--- config.mk ---
export PLATFORM = sky130hd
export DESIGN_NAME = lcs_link_ctrl
export DESIGN_NICKNAME = d
export VERILOG_FILES = /design/src/lcs_pkg.sv /design/src/lcs_ctl_hold.sv /design/src/lcs_link_ctrl.sv
export SDC_FILE = /design/constraint.sdc
export NUM_CORES = 1
export LEC_CHECK = 0
export BUFFER_PORTS_ARGS = -buffer_cell sky130_fd_sc_hd__buf_2
export CELL_PAD_IN_SITES_DETAIL_PLACEMENT = 1
export CELL_PAD_IN_SITES_GLOBAL_PLACEMENT = 1
export CORE_UTILIZATION = 38
export CTS_CLUSTER_SIZE = 25
export DETAILED_ROUTE_END_ITERATION = 16
export GPL_ROUTABILITY_DRIVEN = 0
export HOLD_SLACK_MARGIN = 0.08
export PLACE_DENSITY = 0.94
export SLEW_MARGIN = 5
export SYNTH_ARGS = -nofsm -noshare
export SYNTH_HDL_FRONTEND = slang
export SYNTH_HIERARCHICAL = 1
export SYNTH_SLANG_ARGS = --single-unit
--- constraint.sdc ---
create_clock -name core_clk -period 6.5 [get_ports core_clk]
set_input_delay 0.325 -clock core_clk [delete_from_list [all_inputs] [get_ports core_clk]]
set_output_delay 0.325 -clock core_clk [all_outputs]
set_load 0.01 [all_outputs]
--- src/lcs_pkg.sv ---
// package: register map, field layout and timing counts for the link control block
package lcs_pkg;
  localparam logic [7:0]  LCS_LINK_CONTROL_OFF = 8'h84;
  localparam logic [7:0]  LCS_LINK_STATUS_OFF  = 8'h88;
  localparam logic [31:0] LCS_RSV_MASK         = 32'hF888_0CC5;
  localparam int LCS_RX_WIDTH_LSB   = 24;
  localparam int LCS_TX_LIMIT_LSB   = 20;
  localparam int LCS_RX_LIMIT_LSB   = 16;
  localparam int LCS_WIDE_ADDR_BIT  = 15;
  localparam int LCS_LONG_CTL_BIT   = 14;
  localparam int LCS_FLOAT_EN_BIT   = 13;
  localparam int LCS_ISO_EN_BIT     = 12;
  localparam int LCS_CHK_ERR_LSB    = 8;
  localparam int LCS_INIT_DONE_BIT  = 5;
  localparam int LCS_LINK_FAIL_BIT  = 4;
  localparam int LCS_CORRUPT_BIT    = 3;
  localparam int LCS_FLOOD_EN_BIT   = 1;
  localparam logic [2:0] LCS_W16    = 3'h1;
  localparam logic [2:0] LCS_W8     = 3'h0;
  localparam logic [2:0] LCS_WNC    = 3'h7;
  localparam logic       LCS_FLAG_RST = 1'b0;
  localparam logic [1:0] LCS_ERR_RST  = 2'h0;
  // control hold times
  localparam int LCS_CLK_HZ        = 20_000_000;
  localparam int LCS_SHORT_HOLD_NS = 800;    // at least 16 bit times at slowest 200 MHz link
  localparam int LCS_LONG_HOLD_US  = 50;
  localparam int LCS_SHORT_CYC = (LCS_SHORT_HOLD_NS * (LCS_CLK_HZ / 1_000_000) + 999) / 1000;
  localparam int LCS_LONG_CYC  = LCS_LONG_HOLD_US * (LCS_CLK_HZ / 1_000_000);
  localparam int LCS_HOLD_W    = 11;
endpackage

--- src/lcs_ctl_hold.sv ---
// control-hold timer run during initialisation after a stop release
`timescale 1ns/1ps
`default_nettype none
module lcs_ctl_hold (
  // clock and reset
  input  wire logic                      core_clk,
  input  wire logic                      sys_rst,
  input  wire logic                      clk_en,
  // control
  input  wire logic                      start,
  input  wire logic [lcs_pkg::LCS_HOLD_W-1:0] hold_cycles,
  // status
  output logic                           hold_active,
  output logic                           hold_done
);
  import lcs_pkg::*;
  logic [LCS_HOLD_W-1:0] cnt_reg;

  always_ff @(posedge core_clk) begin
    if (sys_rst) begin
      cnt_reg     <= '0;
      hold_active <= 1'b0;
      hold_done   <= 1'b0;
    end else if (clk_en) begin
      hold_done <= 1'b0;
      if (start) begin
        cnt_reg     <= hold_cycles;
        hold_active <= 1'b1;
      end else if (hold_active) begin
        if (cnt_reg <= LCS_HOLD_W'(1)) begin
          hold_active <= 1'b0;
          hold_done   <= 1'b1;
        end else begin
          cnt_reg <= cnt_reg - LCS_HOLD_W'(1);
        end
      end
    end
  end
endmodule
`default_nettype wire

--- src/lcs_link_ctrl.sv ---
// link control and status register block with init sequencing
// How it works
// (RULE1) rx_width_sel is a writable 3-bit field, cold reset from negotiated width.
// (RULE2) sixteen-bit width write refused unless link is ganged.
// (RULE3) width writes ignored when link was found disconnected at cold reset.
// (RULE4) written width only applied at warm reset or stop disconnect.
// (RULE5) tx_width_limit reads 8 or 16 by version, 8 when unganged.
// (RULE6) rx_width_limit reads 8 or 16 by version, 8 when unganged.
// (RULE7) wide_addr_pkt_en bit, cold reset zero, drives wide address output.
// (RULE8) control held 16 bit times or about 50 us after peer control seen.
// (RULE9) long_ctl_hold ignored at third generation rate; cold reset zero.
// (RULE10) disconnect_float_en floats transmitters in disconnect; ignored at third gen.
// (RULE11) firmware should set disconnect_float_en during configuration.
// (RULE12) iso_flow_en bit selects flow mode, applied at next warm reset.
// (RULE13) software keeps all coherent links in the same flow mode.
// (RULE14) two lane_check_err bits, set by hardware, write one clears.
// (RULE15) lane error sets bit; in retry mode uncorrectable error sets low bit.
// (RULE16) link_init_done set on successful init, clear without healthy peer.
// (RULE17) link_init_done survives disconnects and retries; zero in test modes.
// (RULE18) link failure set by flood CRC, failed reconnect, sync flood, unused.
// (RULE19) check_corrupt_inject makes transmitter send wrong check values.
// (RULE20) width codes: 001 sixteen, 000 eight, 111 not connected.
// (RULE21) with check_flood_en, a lane error floods sync and sets link failure.
// (RULE22) reserved bits read zero and ignore writes.
`timescale 1ns/1ps
`default_nettype none
module lcs_link_ctrl (
  // clock, reset, enable
  input  wire logic        core_clk,
  input  wire logic        sys_rst,
  input  wire logic        cold_rst,
  input  wire logic        clk_en,
  // avalon-mm slave
  input  wire logic [7:0]  avs_address,
  input  wire logic        avs_read,
  input  wire logic        avs_write,
  input  wire logic [31:0] avs_writedata,
  input  wire logic [3:0]  avs_byteenable,
  output logic [31:0]      avs_readdata,
  output logic             avs_waitrequest,
  // configuration straps
  input  wire logic        link_ganged,
  input  wire logic        wide_version,
  input  wire logic [2:0]  negotiated_width,
  input  wire logic        third_gen_rate,
  input  wire logic        link_unused,
  // link events
  input  wire logic        link_stop_n,
  input  wire logic        peer_ctl_in,
  input  wire logic        retry_mode,
  input  wire logic [1:0]  lane_err_in,
  input  wire logic        uncorrectable_err,
  input  wire logic        reconnect_fail,
  input  wire logic        sync_flood_rx,
  input  wire logic        init_ok,
  input  wire logic        test_mode,
  // link controls
  output logic [2:0]       rx_width_active,
  output logic             iso_flow_mode,
  output logic             wide_addr_pkt_en,
  output logic             link_ctl_sig,
  output logic             tx_float,
  output logic             check_corrupt_inject,
  output logic             sync_flood_tx
);
  import lcs_pkg::*;

  // synchronised pin inputs
  logic [1:0] stop_s_reg, ctl_s_reg;
  logic       stop_q_reg;
  always_ff @(posedge core_clk) begin
    if (sys_rst) begin
      stop_s_reg <= 2'h3;
      ctl_s_reg  <= 2'h0;
      stop_q_reg <= 1'b1;
    end else if (clk_en) begin
      stop_s_reg <= {stop_s_reg[0], link_stop_n};
      ctl_s_reg  <= {ctl_s_reg[0], peer_ctl_in};
      stop_q_reg <= stop_s_reg[1];
    end
  end
  logic stop_fall, stop_rise, stop_asserted;
  assign stop_asserted = ~stop_s_reg[1];
  assign stop_fall     = stop_q_reg & ~stop_s_reg[1];
  assign stop_rise     = ~stop_q_reg & stop_s_reg[1];

  // bus decode, one wait state per access
  logic ack_reg;
  logic hit_ctl, hit_sts, wr_en, rd_en;
  always_ff @(posedge core_clk) begin
    if (sys_rst) ack_reg <= 1'b0;
    else if (clk_en) ack_reg <= (avs_read | avs_write) & ~ack_reg;
  end
  assign avs_waitrequest = ~ack_reg;
  assign hit_ctl = (avs_address == LCS_LINK_CONTROL_OFF);
  assign hit_sts = (avs_address == LCS_LINK_STATUS_OFF);
  assign wr_en   = avs_write & ack_reg & clk_en;
  assign rd_en   = avs_read & ~ack_reg & clk_en;

  logic [31:0] wmask;
  always_comb begin
    for (int i = 0; i < 4; i++) wmask[i*8 +: 8] = {8{avs_byteenable[i]}};
  end
  logic [31:0] wd;
  assign wd = avs_writedata & wmask;
  logic ctl_wr;
  assign ctl_wr = wr_en & hit_ctl;

  // cold-reset capture of negotiated width and disconnect state
  logic [2:0] rx_width_reg;
  logic       disc_at_cold_reg;
  logic       cold_seen_reg;
  logic       width_upd;
  assign width_upd = ctl_wr & avs_byteenable[3] & ~disc_at_cold_reg // see RULE3
                   & ~((wd[26:24] == LCS_W16) & ~link_ganged);      // see RULE2
  always_ff @(posedge core_clk) begin
    if (cold_rst) begin
      cold_seen_reg    <= 1'b0;
      rx_width_reg     <= LCS_W8;
      disc_at_cold_reg <= LCS_FLAG_RST;
    end else if (clk_en) begin
      if (!cold_seen_reg) begin
        cold_seen_reg    <= 1'b1;
        rx_width_reg     <= negotiated_width;              // see RULE1
        disc_at_cold_reg <= (negotiated_width == LCS_WNC);  // see RULE20
      end else if (width_upd) begin
        rx_width_reg <= wd[26:24];                          // see RULE1
      end
    end
  end

  // writable control bits, cold reset
  logic wide_reg, long_reg, float_reg, iso_reg, corrupt_reg, flood_reg;
  always_ff @(posedge core_clk) begin
    if (cold_rst) begin
      wide_reg    <= LCS_FLAG_RST;
      long_reg    <= LCS_FLAG_RST;
      float_reg   <= LCS_FLAG_RST;
      iso_reg     <= LCS_FLAG_RST;
      corrupt_reg <= LCS_FLAG_RST;
      flood_reg   <= LCS_FLAG_RST;
    end else if (clk_en && ctl_wr) begin
      if (avs_byteenable[1]) begin
        wide_reg  <= wd[LCS_WIDE_ADDR_BIT];  // see RULE7
        long_reg  <= wd[LCS_LONG_CTL_BIT];   // see RULE9
        float_reg <= wd[LCS_FLOAT_EN_BIT];   // see RULE10
        iso_reg   <= wd[LCS_ISO_EN_BIT];     // see RULE12
      end
      if (avs_byteenable[0]) begin
        corrupt_reg <= wd[LCS_CORRUPT_BIT];  // see RULE19
        flood_reg   <= wd[LCS_FLOOD_EN_BIT];
      end
    end
  end
  assign wide_addr_pkt_en     = wide_reg;
  assign check_corrupt_inject = corrupt_reg;   // see RULE19

  // active width: warm reset or stop disconnect applies; flow mode: warm reset only
  // warm reset is sys_rst: load pending values on first enabled edge after it
  logic warm_pend_reg;
  always_ff @(posedge core_clk) begin
    if (sys_rst) warm_pend_reg <= 1'b1;
    else if (clk_en) warm_pend_reg <= 1'b0;
  end
  logic [2:0] rx_apply_reg;
  logic       iso_apply_reg;
  always_ff @(posedge core_clk) begin
    if (cold_rst) begin
      rx_apply_reg  <= LCS_W8;
      iso_apply_reg <= LCS_FLAG_RST;
    end else if (clk_en) begin
      if (warm_pend_reg || !cold_seen_reg) begin
        rx_apply_reg  <= cold_seen_reg ? rx_width_reg : negotiated_width; // see RULE4
        iso_apply_reg <= iso_reg;                                         // see RULE12
      end else if (stop_fall) begin
        rx_apply_reg <= rx_width_reg;                                     // see RULE4
      end
    end
  end
  assign rx_width_active = rx_apply_reg;
  assign iso_flow_mode   = iso_apply_reg;

  // width limits
  logic [2:0] tx_width_limit, rx_width_limit;
  assign tx_width_limit = (wide_version & link_ganged) ? LCS_W16 : LCS_W8; // see RULE5
  assign rx_width_limit = (wide_version & link_ganged) ? LCS_W16 : LCS_W8; // see RULE6

  // disconnect tristate
  assign tx_float = stop_asserted & float_reg & ~third_gen_rate; // see RULE10

  // control hold after stop release and peer control seen
  typedef enum logic [1:0] {LCS_IDLE, LCS_WAIT_PEER, LCS_HOLD} lcs_init_t;
  lcs_init_t st_reg;
  logic hold_start, hold_active, hold_done;
  logic [LCS_HOLD_W-1:0] hold_cyc;
  assign hold_cyc = (long_reg & ~third_gen_rate) ? LCS_HOLD_W'(LCS_LONG_CYC)  // see RULE9
                                                 : LCS_HOLD_W'(LCS_SHORT_CYC);
  assign hold_start = (st_reg == LCS_WAIT_PEER) & ctl_s_reg[1] & ~stop_asserted;
  always_ff @(posedge core_clk) begin
    if (sys_rst) st_reg <= LCS_WAIT_PEER;
    else if (clk_en) begin
      unique case (st_reg)
        LCS_IDLE:      if (stop_rise) st_reg <= LCS_WAIT_PEER;
        LCS_WAIT_PEER: if (stop_asserted) st_reg <= LCS_IDLE;
                       else if (ctl_s_reg[1]) st_reg <= LCS_HOLD;
        LCS_HOLD:      if (hold_done || stop_asserted) st_reg <= LCS_IDLE;
      endcase
    end
  end
  lcs_ctl_hold u_hold (
    .core_clk   (core_clk),
    .sys_rst    (sys_rst),
    .clk_en     (clk_en),
    .start      (hold_start),
    .hold_cycles(hold_cyc),
    .hold_active(hold_active),
    .hold_done  (hold_done)
  );
  assign link_ctl_sig = hold_active | (st_reg == LCS_IDLE & ~stop_asserted); // see RULE8

  // init done: sticky through disconnects and retries
  logic init_reg;
  always_ff @(posedge core_clk) begin
    if (cold_rst) init_reg <= LCS_FLAG_RST;
    else if (clk_en && hold_done && init_ok && !disc_at_cold_reg) init_reg <= 1'b1; // see RULE16
  end

  // sticky error flags, set wins over write-one clear
  logic [1:0] err_reg;
  logic       fail_reg;
  logic [1:0] err_set;
  logic       fail_set;
  logic       clr_lo;
  assign clr_lo  = ctl_wr & avs_byteenable[1];
  assign err_set = retry_mode ? {1'b0, uncorrectable_err}   // see RULE15
                              : lane_err_in;
  assign fail_set = (flood_reg & |err_set) | reconnect_fail  // see RULE18
                  | sync_flood_rx | link_unused;
  always_ff @(posedge core_clk) begin
    if (cold_rst) begin
      err_reg  <= LCS_ERR_RST;
      fail_reg <= LCS_FLAG_RST;
    end else if (clk_en) begin
      err_reg  <= (err_reg & ~(clr_lo ? wd[9:8] : 2'h0)) | err_set;              // see RULE14
      fail_reg <= (fail_reg & ~(ctl_wr & avs_byteenable[0] & wd[LCS_LINK_FAIL_BIT]))
                | fail_set;                                                       // see RULE21
    end
  end
  assign sync_flood_tx = flood_reg & |err_reg; // see RULE21

  // read data
  logic [31:0] ctl_word;
  always_comb begin
    ctl_word = '0;
    ctl_word[26:24] = rx_width_reg;
    ctl_word[22:20] = tx_width_limit;
    ctl_word[18:16] = rx_width_limit;
    ctl_word[LCS_WIDE_ADDR_BIT] = wide_reg;
    ctl_word[LCS_LONG_CTL_BIT]  = long_reg;
    ctl_word[LCS_FLOAT_EN_BIT]  = float_reg;
    ctl_word[LCS_ISO_EN_BIT]    = iso_reg;
    ctl_word[9:8]               = err_reg;
    ctl_word[LCS_INIT_DONE_BIT] = init_reg & ~test_mode;  // see RULE17
    ctl_word[LCS_LINK_FAIL_BIT] = fail_reg;
    ctl_word[LCS_CORRUPT_BIT]   = corrupt_reg;
    ctl_word[LCS_FLOOD_EN_BIT]  = flood_reg;
    ctl_word = ctl_word & ~LCS_RSV_MASK;                  // see RULE22
  end
  always_ff @(posedge core_clk) begin
    if (sys_rst) avs_readdata <= '0;
    else if (rd_en) begin
      if (hit_ctl) avs_readdata <= ctl_word;
      else if (hit_sts) avs_readdata <= {28'h0, 1'b0, iso_apply_reg, rx_apply_reg[1:0]};
      else avs_readdata <= '0;
    end
  end

  // checks
  err_sticky_a: assert property (@(posedge core_clk) disable iff (sys_rst || cold_rst) // see RULE14
    clk_en && cold_seen_reg && err_set[0] |=> err_reg[0])
    else $error("lane error not captured");
  float_third_gen_rate_a: assert property (@(posedge core_clk) disable iff (sys_rst) // see RULE10
    third_gen_rate |-> !tx_float)
    else $error("float at third gen rate");
  limit_ungang_a: assert property (@(posedge core_clk) disable iff (sys_rst) // see RULE5
    !link_ganged |-> tx_width_limit == LCS_W8 && rx_width_limit == LCS_W8)
    else $error("limit not eight when unganged");
  width_hold_a: assert property (@(posedge core_clk) disable iff (sys_rst || cold_rst) // see RULE4
    clk_en && cold_seen_reg && !warm_pend_reg && !stop_fall |=> $stable(rx_apply_reg))
    else $error("width changed without disconnect");
  flood_fail_a: assert property (@(posedge core_clk) disable iff (sys_rst || cold_rst) // see RULE21
    clk_en && flood_reg && |err_set |=> fail_reg)
    else $error("flood did not set fail");
  disc_lock_a: assert property (@(posedge core_clk) disable iff (sys_rst || cold_rst) // see RULE3
    clk_en && cold_seen_reg && disc_at_cold_reg |=> $stable(rx_width_reg))
    else $error("disconnected width changed");
  gang16_a: assert property (@(posedge core_clk) disable iff (sys_rst || cold_rst) // see RULE2
    clk_en && ctl_wr && !link_ganged && wd[26:24] == LCS_W16 && cold_seen_reg
      |=> $stable(rx_width_reg))
    else $error("sixteen set while unganged");
  hold_ctl_a: assert property (@(posedge core_clk) disable iff (sys_rst) // see RULE8
    hold_start && clk_en |=> link_ctl_sig)
    else $error("control not held");
  init_keep_a: assert property (@(posedge core_clk) disable iff (cold_rst) // see RULE17
    clk_en && init_reg |=> init_reg)
    else $error("init done bit lost");
endmodule
`default_nettype wire

==> results of run 1 <==
==> critical path, cell delays in order (launching register included) <==
cell                      delay (ns)
sky130_fd_sc_hd__dfxtp_1        0.37
sky130_fd_sc_hd__inv_1          0.08
sky130_fd_sc_hd__ha_1           0.20
sky130_fd_sc_hd__and3_1         0.51
sky130_fd_sc_hd__or4_1          0.66
sky130_fd_sc_hd__o41ai_4        0.75
sky130_fd_sc_hd__o21ai_0        0.23
sky130_fd_sc_hd__a21oi_1        0.17
==> final cells by class <==
class	count	area [µm²]	area share, %
Timing Repair Buffer	72	360.3	10.48
Clock buffer	11	151.4	4.405
Tap cell	99	123.9	3.604
Multi-Input combinational cell	241	1508	43.87
Inverter	20	75.07	2.184
Sequential cell	57	1141	33.20
Clock inverter	5	77.57	2.257
==> metal layers <==
metal / GRT usage, % / wire, µm / vias up
met5: 0 / 0 / -
met4: 10.70 / 206 / 0
met3: 5.037 / 432 / 20
met2: 40.84 / 4444 / 92
met1: 24.84 / 3569 / 1348
li1: - / - / 1302
==> stage by stage <==
stage,cell area (µm²),utilization [%],cells,hold WS [ns]
global placement,3208,44.23,489,0.4578
finish,3437,47.39,505,0.1851
floorplan,2930,-,353,0.4037
detailed placement,3208,44.23,489,0.4622
CTS,3437,47.39,505,0.1663
global route,3437,47.39,505,0.1851
==> worst paths after layout <==
kind,startpoint,end,slack (ns),cells after the start
max,st_reg[1]$_SDFFE_PP0P_,u_hold/cnt_reg[10]$_SDFFE_PP0P_,3.44,7
min,avs_writedata[8],err_reg[0]$_SDFFE_PP0P_,0.19,2
max reg2reg,st_reg[1]$_SDFFE_PP0P_,u_hold/cnt_reg[10]$_SDFFE_PP0P_,3.44,7
min reg2reg,stop_s_reg[0]$_SDFFE_PP1P_,stop_s_reg[0]$_SDFFE_PP1P_,0.47,2
==> layout by cell type (no fill, tap or decap), types with 4 or more instances in the layout <==
cell type	n
sky130_fd_sc_hd__a31oi_1	4
sky130_fd_sc_hd__o21a_1	4
sky130_fd_sc_hd__nor4_1	4
sky130_fd_sc_hd__nor2_1	38
sky130_fd_sc_hd__a21oi_1	19
sky130_fd_sc_hd__conb_1	20
sky130_fd_sc_hd__nand2b_1	8
sky130_fd_sc_hd__a211oi_1	5
sky130_fd_sc_hd__dfxtp_1	57
sky130_fd_sc_hd__clkbuf_8	11
sky130_fd_sc_hd__o21ai_0	18
sky130_fd_sc_hd__a221oi_1	4
sky130_fd_sc_hd__or4_1	4
sky130_fd_sc_hd__o31ai_1	4
sky130_fd_sc_hd__a22oi_1	15
sky130_fd_sc_hd__ha_1	5
sky130_fd_sc_hd__nand2_1	24
sky130_fd_sc_hd__inv_1	20
sky130_fd_sc_hd__buf_2	72
sky130_fd_sc_hd__a21o_1	5
sky130_fd_sc_hd__mux2i_1	15
==> logic make-up after synthesis <==
logic type	Yosys count	share of synthesized area, %
DFF	57	39.91
buffers and inverters	55	10.02
muxes	16	5.645
other	1	0.1312
AOI/OAI and AO/OA	97	23.94
and+or+nand+nor	103	18.16
adders and majority gates	5	2.188
==> report_power, final <==
part | switching (W) | internal, W
Sequential | 0.00000987 | 0.000359
Combinational | 0.0000557 | 0.0000359
Clock | 0.000145 | 0.000235
==> qor.log, run 1 <==
[outcome] outcome finished clean
[critical_path] required time of the critical path 6.77 ns
[sta] worst-case headroom to the max-slew limit 34.56%
[drt] Total Routed Length 8653 µm
[layout] filler cell count 898
[synthesis] cell type with the largest total area after synthesis sky130_fd_sc_hd__dfxtp_1
[cts] post-CTS clock slew at the launch and capture registers of the worst setup and hold paths 0.07 ns
[place] pre-CTS setup slack 3.541 ns
[drt] number of nets with antenna violations after detailed routing 0
[sta] Setup Skew 0.007703 ns
[synthesis] number of flops mapped to enable cells by yosys 0
[die] die boundary height 88.74 µm
[sta] number of hold violations in the final report 0
[grt] antenna violations before repair 0
[sta] top achievable clock speed 0.3270 GHz
[cts] hold-fix buffer count after cts 0
[power] Max rail drop VDD 0.00008802 V
[grt] first-pass GRT wire length 13120 µm
[cts] number of buffers inserted during clock tree synthesis 9
[synthesis] Synth area leaders sky130_fd_sc_hd__dfxtp_1 40%, sky130_fd_sc_hd__mux2i_1 5.3%, sky130_fd_sc_hd__nor2_1 5.0%, sky130_fd_sc_hd__buf_4 4.5%, sky130_fd_sc_hd__a22oi_1 3.9%
[cts] Longest Clk Path Bufs 2
[sta] post-layout minimum cycle time 3.058 ns
[synthesis] Synth Register Bits 57
[place] DPL Wire Length 6056 µm
[synthesis] count of mapped cells out of synthesis 334
[sta] final period utilization 47.05%
[die] Floorplan Core Area 7253 µm²
[cts] clock latency of the later-clocked register in the worst-skew pair 0.34 ns
[layout] layout overhead on the synthesized area 20.22%
[layout] fraction of layout cells with a size suffix above 1 23.89%
[critical_path] capturing element type of the critical path flop
[critical_path] type of element launching the critical path flop
[sta] Setup Viol. Count Final 0
[power] standby leakage power 1.513 nW
[drt] first-pass detailed-route iteration total 4
[synthesis] library cell with the highest instance count after synthesis sky130_fd_sc_hd__dfxtp_1
[drt] average wire per standard cell 17.13 µm
[layout] final net count 473
[grt] global-route congestion overflow total 0
[cts] number of clock sinks seen by CTS 57
[die] io pins 109
[grt] pin count of the biggest net entering global routing 35
[critical_path] Data arrival, critical path 3.33 ns
[layout] number of flip-flops under the largest register name 16
[drt] routed vias 2762
[grt] global-route usage over all layers 22.52%
[sta] final setup TNS 0 ns
[sta] setup repair after global routing missed its margin no
[synthesis] most frequent cells after synthesis 57 x sky130_fd_sc_hd__dfxtp_1, 38 x sky130_fd_sc_hd__nor2_1, 24 x sky130_fd_sc_hd__nand2_1, 20 x sky130_fd_sc_hd__inv_1, 19 x sky130_fd_sc_hd__a21oi_1
[layout] antenna cell count 0
[synthesis] portion of synthesized cell area occupied by the leading cell type 39.91%
[critical_path] maximum fanout count along the critical path 28
[cts] Clock H-tree levels 3
[synthesis] share of synthesized area occupied by flip-flops and latches 39.91%
[power] overall power consumption 0.0008410 W
[sta] final setup slack of the worst path 3.442 ns
[synthesis] count of different cell masters after synthesis 55
[drt] vias per cell 5.469
[synthesis] Syn Std Cell Area 2859 µm²
[grt] number of global-route vias before repair 2761
[job] number of maximum-capacitance violations 0
[drt] number of remaining DRC errors 0
[die] FP Rows 31
[cts] master cell of the clock root buffer sky130_fd_sc_hd__clkbuf_8
[cts] TritonCTS clock tree built
[die] floorplan die width 88.74 µm
[power] P per Cell Area 244.7 nW/µm²
[die] starting density of the core 39.42%
[synthesis] Yosys warning total 6
[synthesis] Mean Syn Cell Area 8.560 µm²
[drt] number of violations reported at the end of detailed-routing iteration 0 91
[synthesis] fraction of registers with async set/reset 0%
[sta] Worst-Margin Slew 0.9816 ns
[critical_path] type of the worst setup path reg -> reg
[die] area of the die 7875 µm²
[cts] # Post-CTS Setup Buffers 0
[synthesis] most frequently used flop master after synthesis sky130_fd_sc_hd__dfxtp_1
[sta] final-report max-slew violation count 0
[cts] CTS resizes 0
[min_path] worst hold path type in -> reg
[place] Port Buffer Count 72
Power figures use the tool's default switching activity.
==> inputs of run 2 (changes only) <==
--- a/config.mk
+++ b/config.mk
@@ -5,15 +5,16 @@
 export SDC_FILE = /design/constraint.sdc
 export NUM_CORES = 1
 export LEC_CHECK = 0
+export ABC_AREA = 1
 export BUFFER_PORTS_ARGS = -buffer_cell sky130_fd_sc_hd__buf_2
 export CELL_PAD_IN_SITES_DETAIL_PLACEMENT = 1
 export CELL_PAD_IN_SITES_GLOBAL_PLACEMENT = 1
-export CORE_UTILIZATION = 38
+export CORE_UTILIZATION = 34
 export CTS_CLUSTER_SIZE = 25
 export DETAILED_ROUTE_END_ITERATION = 16
 export GPL_ROUTABILITY_DRIVEN = 0
 export HOLD_SLACK_MARGIN = 0.08
-export PLACE_DENSITY = 0.94
+export PLACE_DENSITY = 0.89
 export SLEW_MARGIN = 5
 export SYNTH_ARGS = -nofsm -noshare
 export SYNTH_HDL_FRONTEND = slang
==> constraint.sdc (replaced) <==
create_clock -name core_clk -period 3 [get_ports core_clk]
set_input_delay 0.15 -clock core_clk [delete_from_list [all_inputs] [get_ports core_clk]]
set_output_delay 0.15 -clock core_clk [all_outputs]
set_load 0.01 [all_outputs]
==> run 2 against run 1 <==
Effect of this change: clock skew increased by 0.0046 ns; largest cell class unchanged; first-iteration DRC count rose by 13%; synthesized area rose by 5.2%; critical path type unchanged; die area increased by 17%.
==> qor.log, run 2 <==
[layout] fraction of layout cells with a size suffix above 1 20.00% [-3.9 points]
[critical_path] cell family contributing the most delay on the critical path simple AND/OR/NAND/NOR gates
[die] starting density of the core 35.89% [-3.5 points]
[critical_path] Worst Reg-to-Reg Cells 9 [+2]
[power] Max rail drop VDD 0.0002385 V [+170%]
[sta] setup repair after global routing missed its margin no
[drt] Total Routed Length 9162 µm [+5.9%]
[synthesis] Synth area leaders sky130_fd_sc_hd__dfxtp_1 38%, sky130_fd_sc_hd__nand2_1 13%, sky130_fd_sc_hd__nor2_1 8.9%, sky130_fd_sc_hd__o21ai_0 6.7%, sky130_fd_sc_hd__a21oi_1 5.8%
[sta] final-report max-slew violation count 0 [unchanged]
[critical_path] maximum fanout count along the critical path 12 [-57%]
[synthesis] most frequently used flop master after synthesis sky130_fd_sc_hd__dfxtp_1
[die] io pins 109 [unchanged]
[layout] filler cell count 1131 [+26%]
[synthesis] Yosys warning total 6 [unchanged]
[drt] first-pass detailed-route iteration total 4 [unchanged]
[sta] final setup TNS 0 ns [unchanged]
[sta] post-layout minimum cycle time 2.304 ns [-0.7540 ns]
[sta] Worst-Margin Slew 0.8962 ns [-0.08547 ns]
[sta] top achievable clock speed 0.4340 GHz [+33%]
[critical_path] capturing point of the worst reg2reg path u_hold/cnt_reg[9]$_SDFFE_PP0P_
[critical_path] Worst path slowest cell sky130_fd_sc_hd__nor2_1
[synthesis] fraction of the mapped netlist area in adder cells 2.080% [-0.11 points]
[sta] worst-case headroom to the max-slew limit 40.04% [+5.5 points]
[die] area of the die 9227 µm² [+17%]
[die] floorplan die width 96.06 µm [+8.2%]
[critical_path] cell mode on critical path sky130_fd_sc_hd__nor2_1
[grt] antenna violations before repair 0 [unchanged]
[sta] Setup Viol. Count Final 0 [unchanged]
[cts] number of clock sinks seen by CTS 57 [unchanged]
[grt] global-route usage over all layers 22.12% [-0.40 points]
[critical_path] CP Buf/Inv Count 2 [+1]
[layout] final net count 612 [+29%]
[cts] # Post-CTS Setup Buffers 0 [unchanged]
[drt] number of remaining DRC errors 0 [unchanged]
[sta] Setup Skew 0.01229 ns [+0.004585 ns]
[layout] commonest cells after routing, fill and taps aside 102 x sky130_fd_sc_hd__nand2_1, 72 x sky130_fd_sc_hd__buf_2, 71 x sky130_fd_sc_hd__nor2_1, 57 x sky130_fd_sc_hd__dfxtp_1, 45 x sky130_fd_sc_hd__inv_1
[grt] first-pass GRT wire length 15570 µm [+19%]
[power] P per Cell Area 543.1 nW/µm² [+120%]
[place] Port Buffer Count 72 [unchanged]
[cts] Clock H-tree levels 3 [unchanged]
[critical_path] Data arrival, critical path 2.54 ns [-0.79 ns]
[layout] final core occ 44.22% [-3.2 points]
[synthesis] library cell with the highest instance count after synthesis sky130_fd_sc_hd__nand2_1
[min_path] worst hold path type in -> reg
[drt] vias per cell 5.006 [-8.5%]
[cts] post-CTS clock slew at the launch and capture registers of the worst setup and hold paths 0.07 ns [about the same]
[min_path] terminating pin of the worst hold path wide_addr_pkt_en$_SDFFE_PP0P_
[cts] clock latency of the later-clocked register in the worst-skew pair 0.33 ns [about the same]
[critical_path] critical path's largest stage delay 0.69 ns [-0.06 ns]
[layout] layout overhead on the synthesized area 23.21%
[outcome] outcome finished clean
[grt] number of global-route vias before repair 3415 [+24%]
[grt] global-route congestion overflow total 0 [unchanged]
[layout] antenna cell count 0 [unchanged]
[synthesis] share of synthesized cell area in and, or, nand and nor gates 32.90% [+15 points]
[critical_path] capturing element type of the critical path flop
[drt] number of nets with antenna violations after detailed routing 0 [unchanged]
[min_path] worst hold path depth 3 [+1]
[cts] TritonCTS clock tree built
[synthesis] most frequent cells after synthesis 102 x sky130_fd_sc_hd__nand2_1, 71 x sky130_fd_sc_hd__nor2_1, 57 x sky130_fd_sc_hd__dfxtp_1, 45 x sky130_fd_sc_hd__inv_1, 40 x sky130_fd_sc_hd__o21ai_0
[synthesis] fraction of registers with async set/reset 0% [unchanged]
[critical_path] CP Cell Sequence inv_1, ha_1, nand2_1, nor2_1, nand2_2, nand2_4, inv_6, nor2_1, nor2_1
[die] FP Rows 33 [+6.5%]
[die] die boundary height 96.06 µm [+8.2%]
[synthesis] portion of synthesized cell area occupied by the leading cell type 37.94% [-2.0 points]
[place] DPL Wire Length 6497 µm [+7.3%]
[sta] final period utilization 76.80% [+30 points]
[power] overall power consumption 0.002013 W [+140%]
[synthesis] Syn Std Cell Area 3008 µm² [+5.2%]
[cts] CTS resizes 0 [unchanged]
[synthesis] Mean Syn Cell Area 6.611 µm² [-23%]
[synthesis] dominant combinational cell family by area after synthesis simple AND/OR/NAND/NOR gates
[critical_path] type of element launching the critical path flop
[layout] post-route insts no fill 650 [+29%]
[cts] hold-fix buffer count after cts 11 [+11]
[synthesis] share of synthesized area occupied by flip-flops and latches 37.94% [-2.0 points]
[power] standby leakage power 1.801 nW [+19%]
[synthesis] share of cell area taken by muxes after synthesis 0% [-5.6 points]
[layout] number of flip-flops under the largest register name 16 [unchanged]
[synthesis] count of different cell masters after synthesis 30 [-45%]
[critical_path] required time of the critical path 3.23 ns [-3.54 ns]
[die] Floorplan Core Area 8382 µm² [+16%]
[cts] number of buffers inserted during clock tree synthesis 9 [unchanged]
[synthesis] Synth Register Bits 57 [unchanged]
[synthesis] compound-cell area share of the yosys netlist 14.52% [-9.4 points]
[sta] worst hold margin 0.08972 ns [-0.09535 ns]
[job] number of maximum-capacitance violations 0 [unchanged]
[critical_path] type of the worst setup path reg -> reg
[layout] most common cell after layout, fill and taps aside sky130_fd_sc_hd__nand2_1
[critical_path] setup slack on the worst flop-to-flop path 0.70 ns [-2.75 ns]
[synthesis] fraction of synthesized cell area in xor and xnor cells 0% [unchanged]
[sta] number of hold violations in the final report 0 [unchanged]
[synthesis] number of flops mapped to enable cells by yosys 0 [unchanged]
[critical_path] R2R Path Start st_reg[1]$_SDFFE_PP0P_
[synthesis] cell type with the largest total area after synthesis sky130_fd_sc_hd__dfxtp_1
[drt] routed vias 3254 [+18%]
[cts] master cell of the clock root buffer sky130_fd_sc_hd__clkbuf_8
[drt] average wire per standard cell 14.10 µm [-18%]
[critical_path] critical path depth 9 [+2]
[min_path] HP Start avs_writedata[15]
[cts] Longest Clk Path Bufs 2 [unchanged]
[grt] pin count of the biggest net entering global routing 32 [-8.6%]
[synthesis] count of mapped cells out of synthesis 455 [+36%]
[place] cell total after placement 623 [+27%]
[drt] number of violations reported at the end of detailed-routing iteration 0 103 [+13%]
[run 2: report_power, final]
part           internal, W  leakage, nW  switching (W)
Sequential        0.000806        0.467      0.0000396
Combinational     0.000163         1.24       0.000285
Clock             0.000381       0.0912       0.000337
[run 2: metrics by stage]
| stage | area (µm²) | worst slack (ns) |
|---|---|---|
| 2_1_floorplan | 3075 | 1.603 |
| 3_3_place_gp | 3401 | 0.8903 |
| 3_5_place_dp | 3401 | 0.7939 |
| 4_1_cts | 3706 | 0.7075 |
| 5_1_grt | 3706 | 0.4859 |
| 6_report | 3706 | 0.6960 |
[run 2: worst max-delay path by stage]
| stage | startpoint | endpoint | slack [ns] |
|---|---|---|---|
| floorplan | st_reg[1]$_SDFFE_PP0P_ | u_hold/cnt_reg[4]$_SDFFE_PP0P_ | 1.60 |
| global placement | st_reg[1]$_SDFFE_PP0P_ | u_hold/cnt_reg[7]$_SDFFE_PP0P_ | 0.89 |
| detailed placement | st_reg[1]$_SDFFE_PP0P_ | u_hold/cnt_reg[7]$_SDFFE_PP0P_ | 0.79 |
| CTS | st_reg[1]$_SDFFE_PP0P_ | u_hold/cnt_reg[9]$_SDFFE_PP0P_ | 0.71 |
| global route | st_reg[1]$_SDFFE_PP0P_ | u_hold/cnt_reg[4]$_SDFFE_PP0P_ | 0.49 |
| finish | st_reg[1]$_SDFFE_PP0P_ | u_hold/cnt_reg[9]$_SDFFE_PP0P_ | 0.70 |
[run 2: logic make-up (layout without fill, tap and decap cells)]
logic type               Yosys count  in the layout
AO/OA/AOI/OAI                     84             84
adder cells (fa/ha/maj)            5              5
buffers and inverters             78            150
flip-flops                        57             57
other                              1             19
AND/OR/NAND/NOR                  230            230
[run 2: area by class of cell]
| cell class | count | area, µm² | share of cell area, % |
|---|---|---|---|
| clock buffers | 9 | 123.9 | 3.342 |
| clock inverters | 7 | 71.32 | 1.924 |
| flip-flops and latches | 57 | 1141 | 30.79 |
| repair buffers | 86 | 493.0 | 13.30 |
| inverters | 48 | 185.2 | 4.997 |
| well taps | 105 | 131.4 | 3.545 |
| multi-input cells | 338 | 1560 | 42.10 |
[run 2: layer usage]
metal	GRT usage, %	vias up	routed length, µm
met5	0	-	0
met4	10.57	0	197
li1	-	1594	-
met1	24.00	1559	3876
met3	4.423	19	407
met2	40.72	82	4679
[run 2: tightest hold or removal path, stage by stage]
cell                      delay (ns)
sky130_fd_sc_hd__buf_2          0.08
sky130_fd_sc_hd__o21ai_0        0.08
sky130_fd_sc_hd__nor2_1         0.08
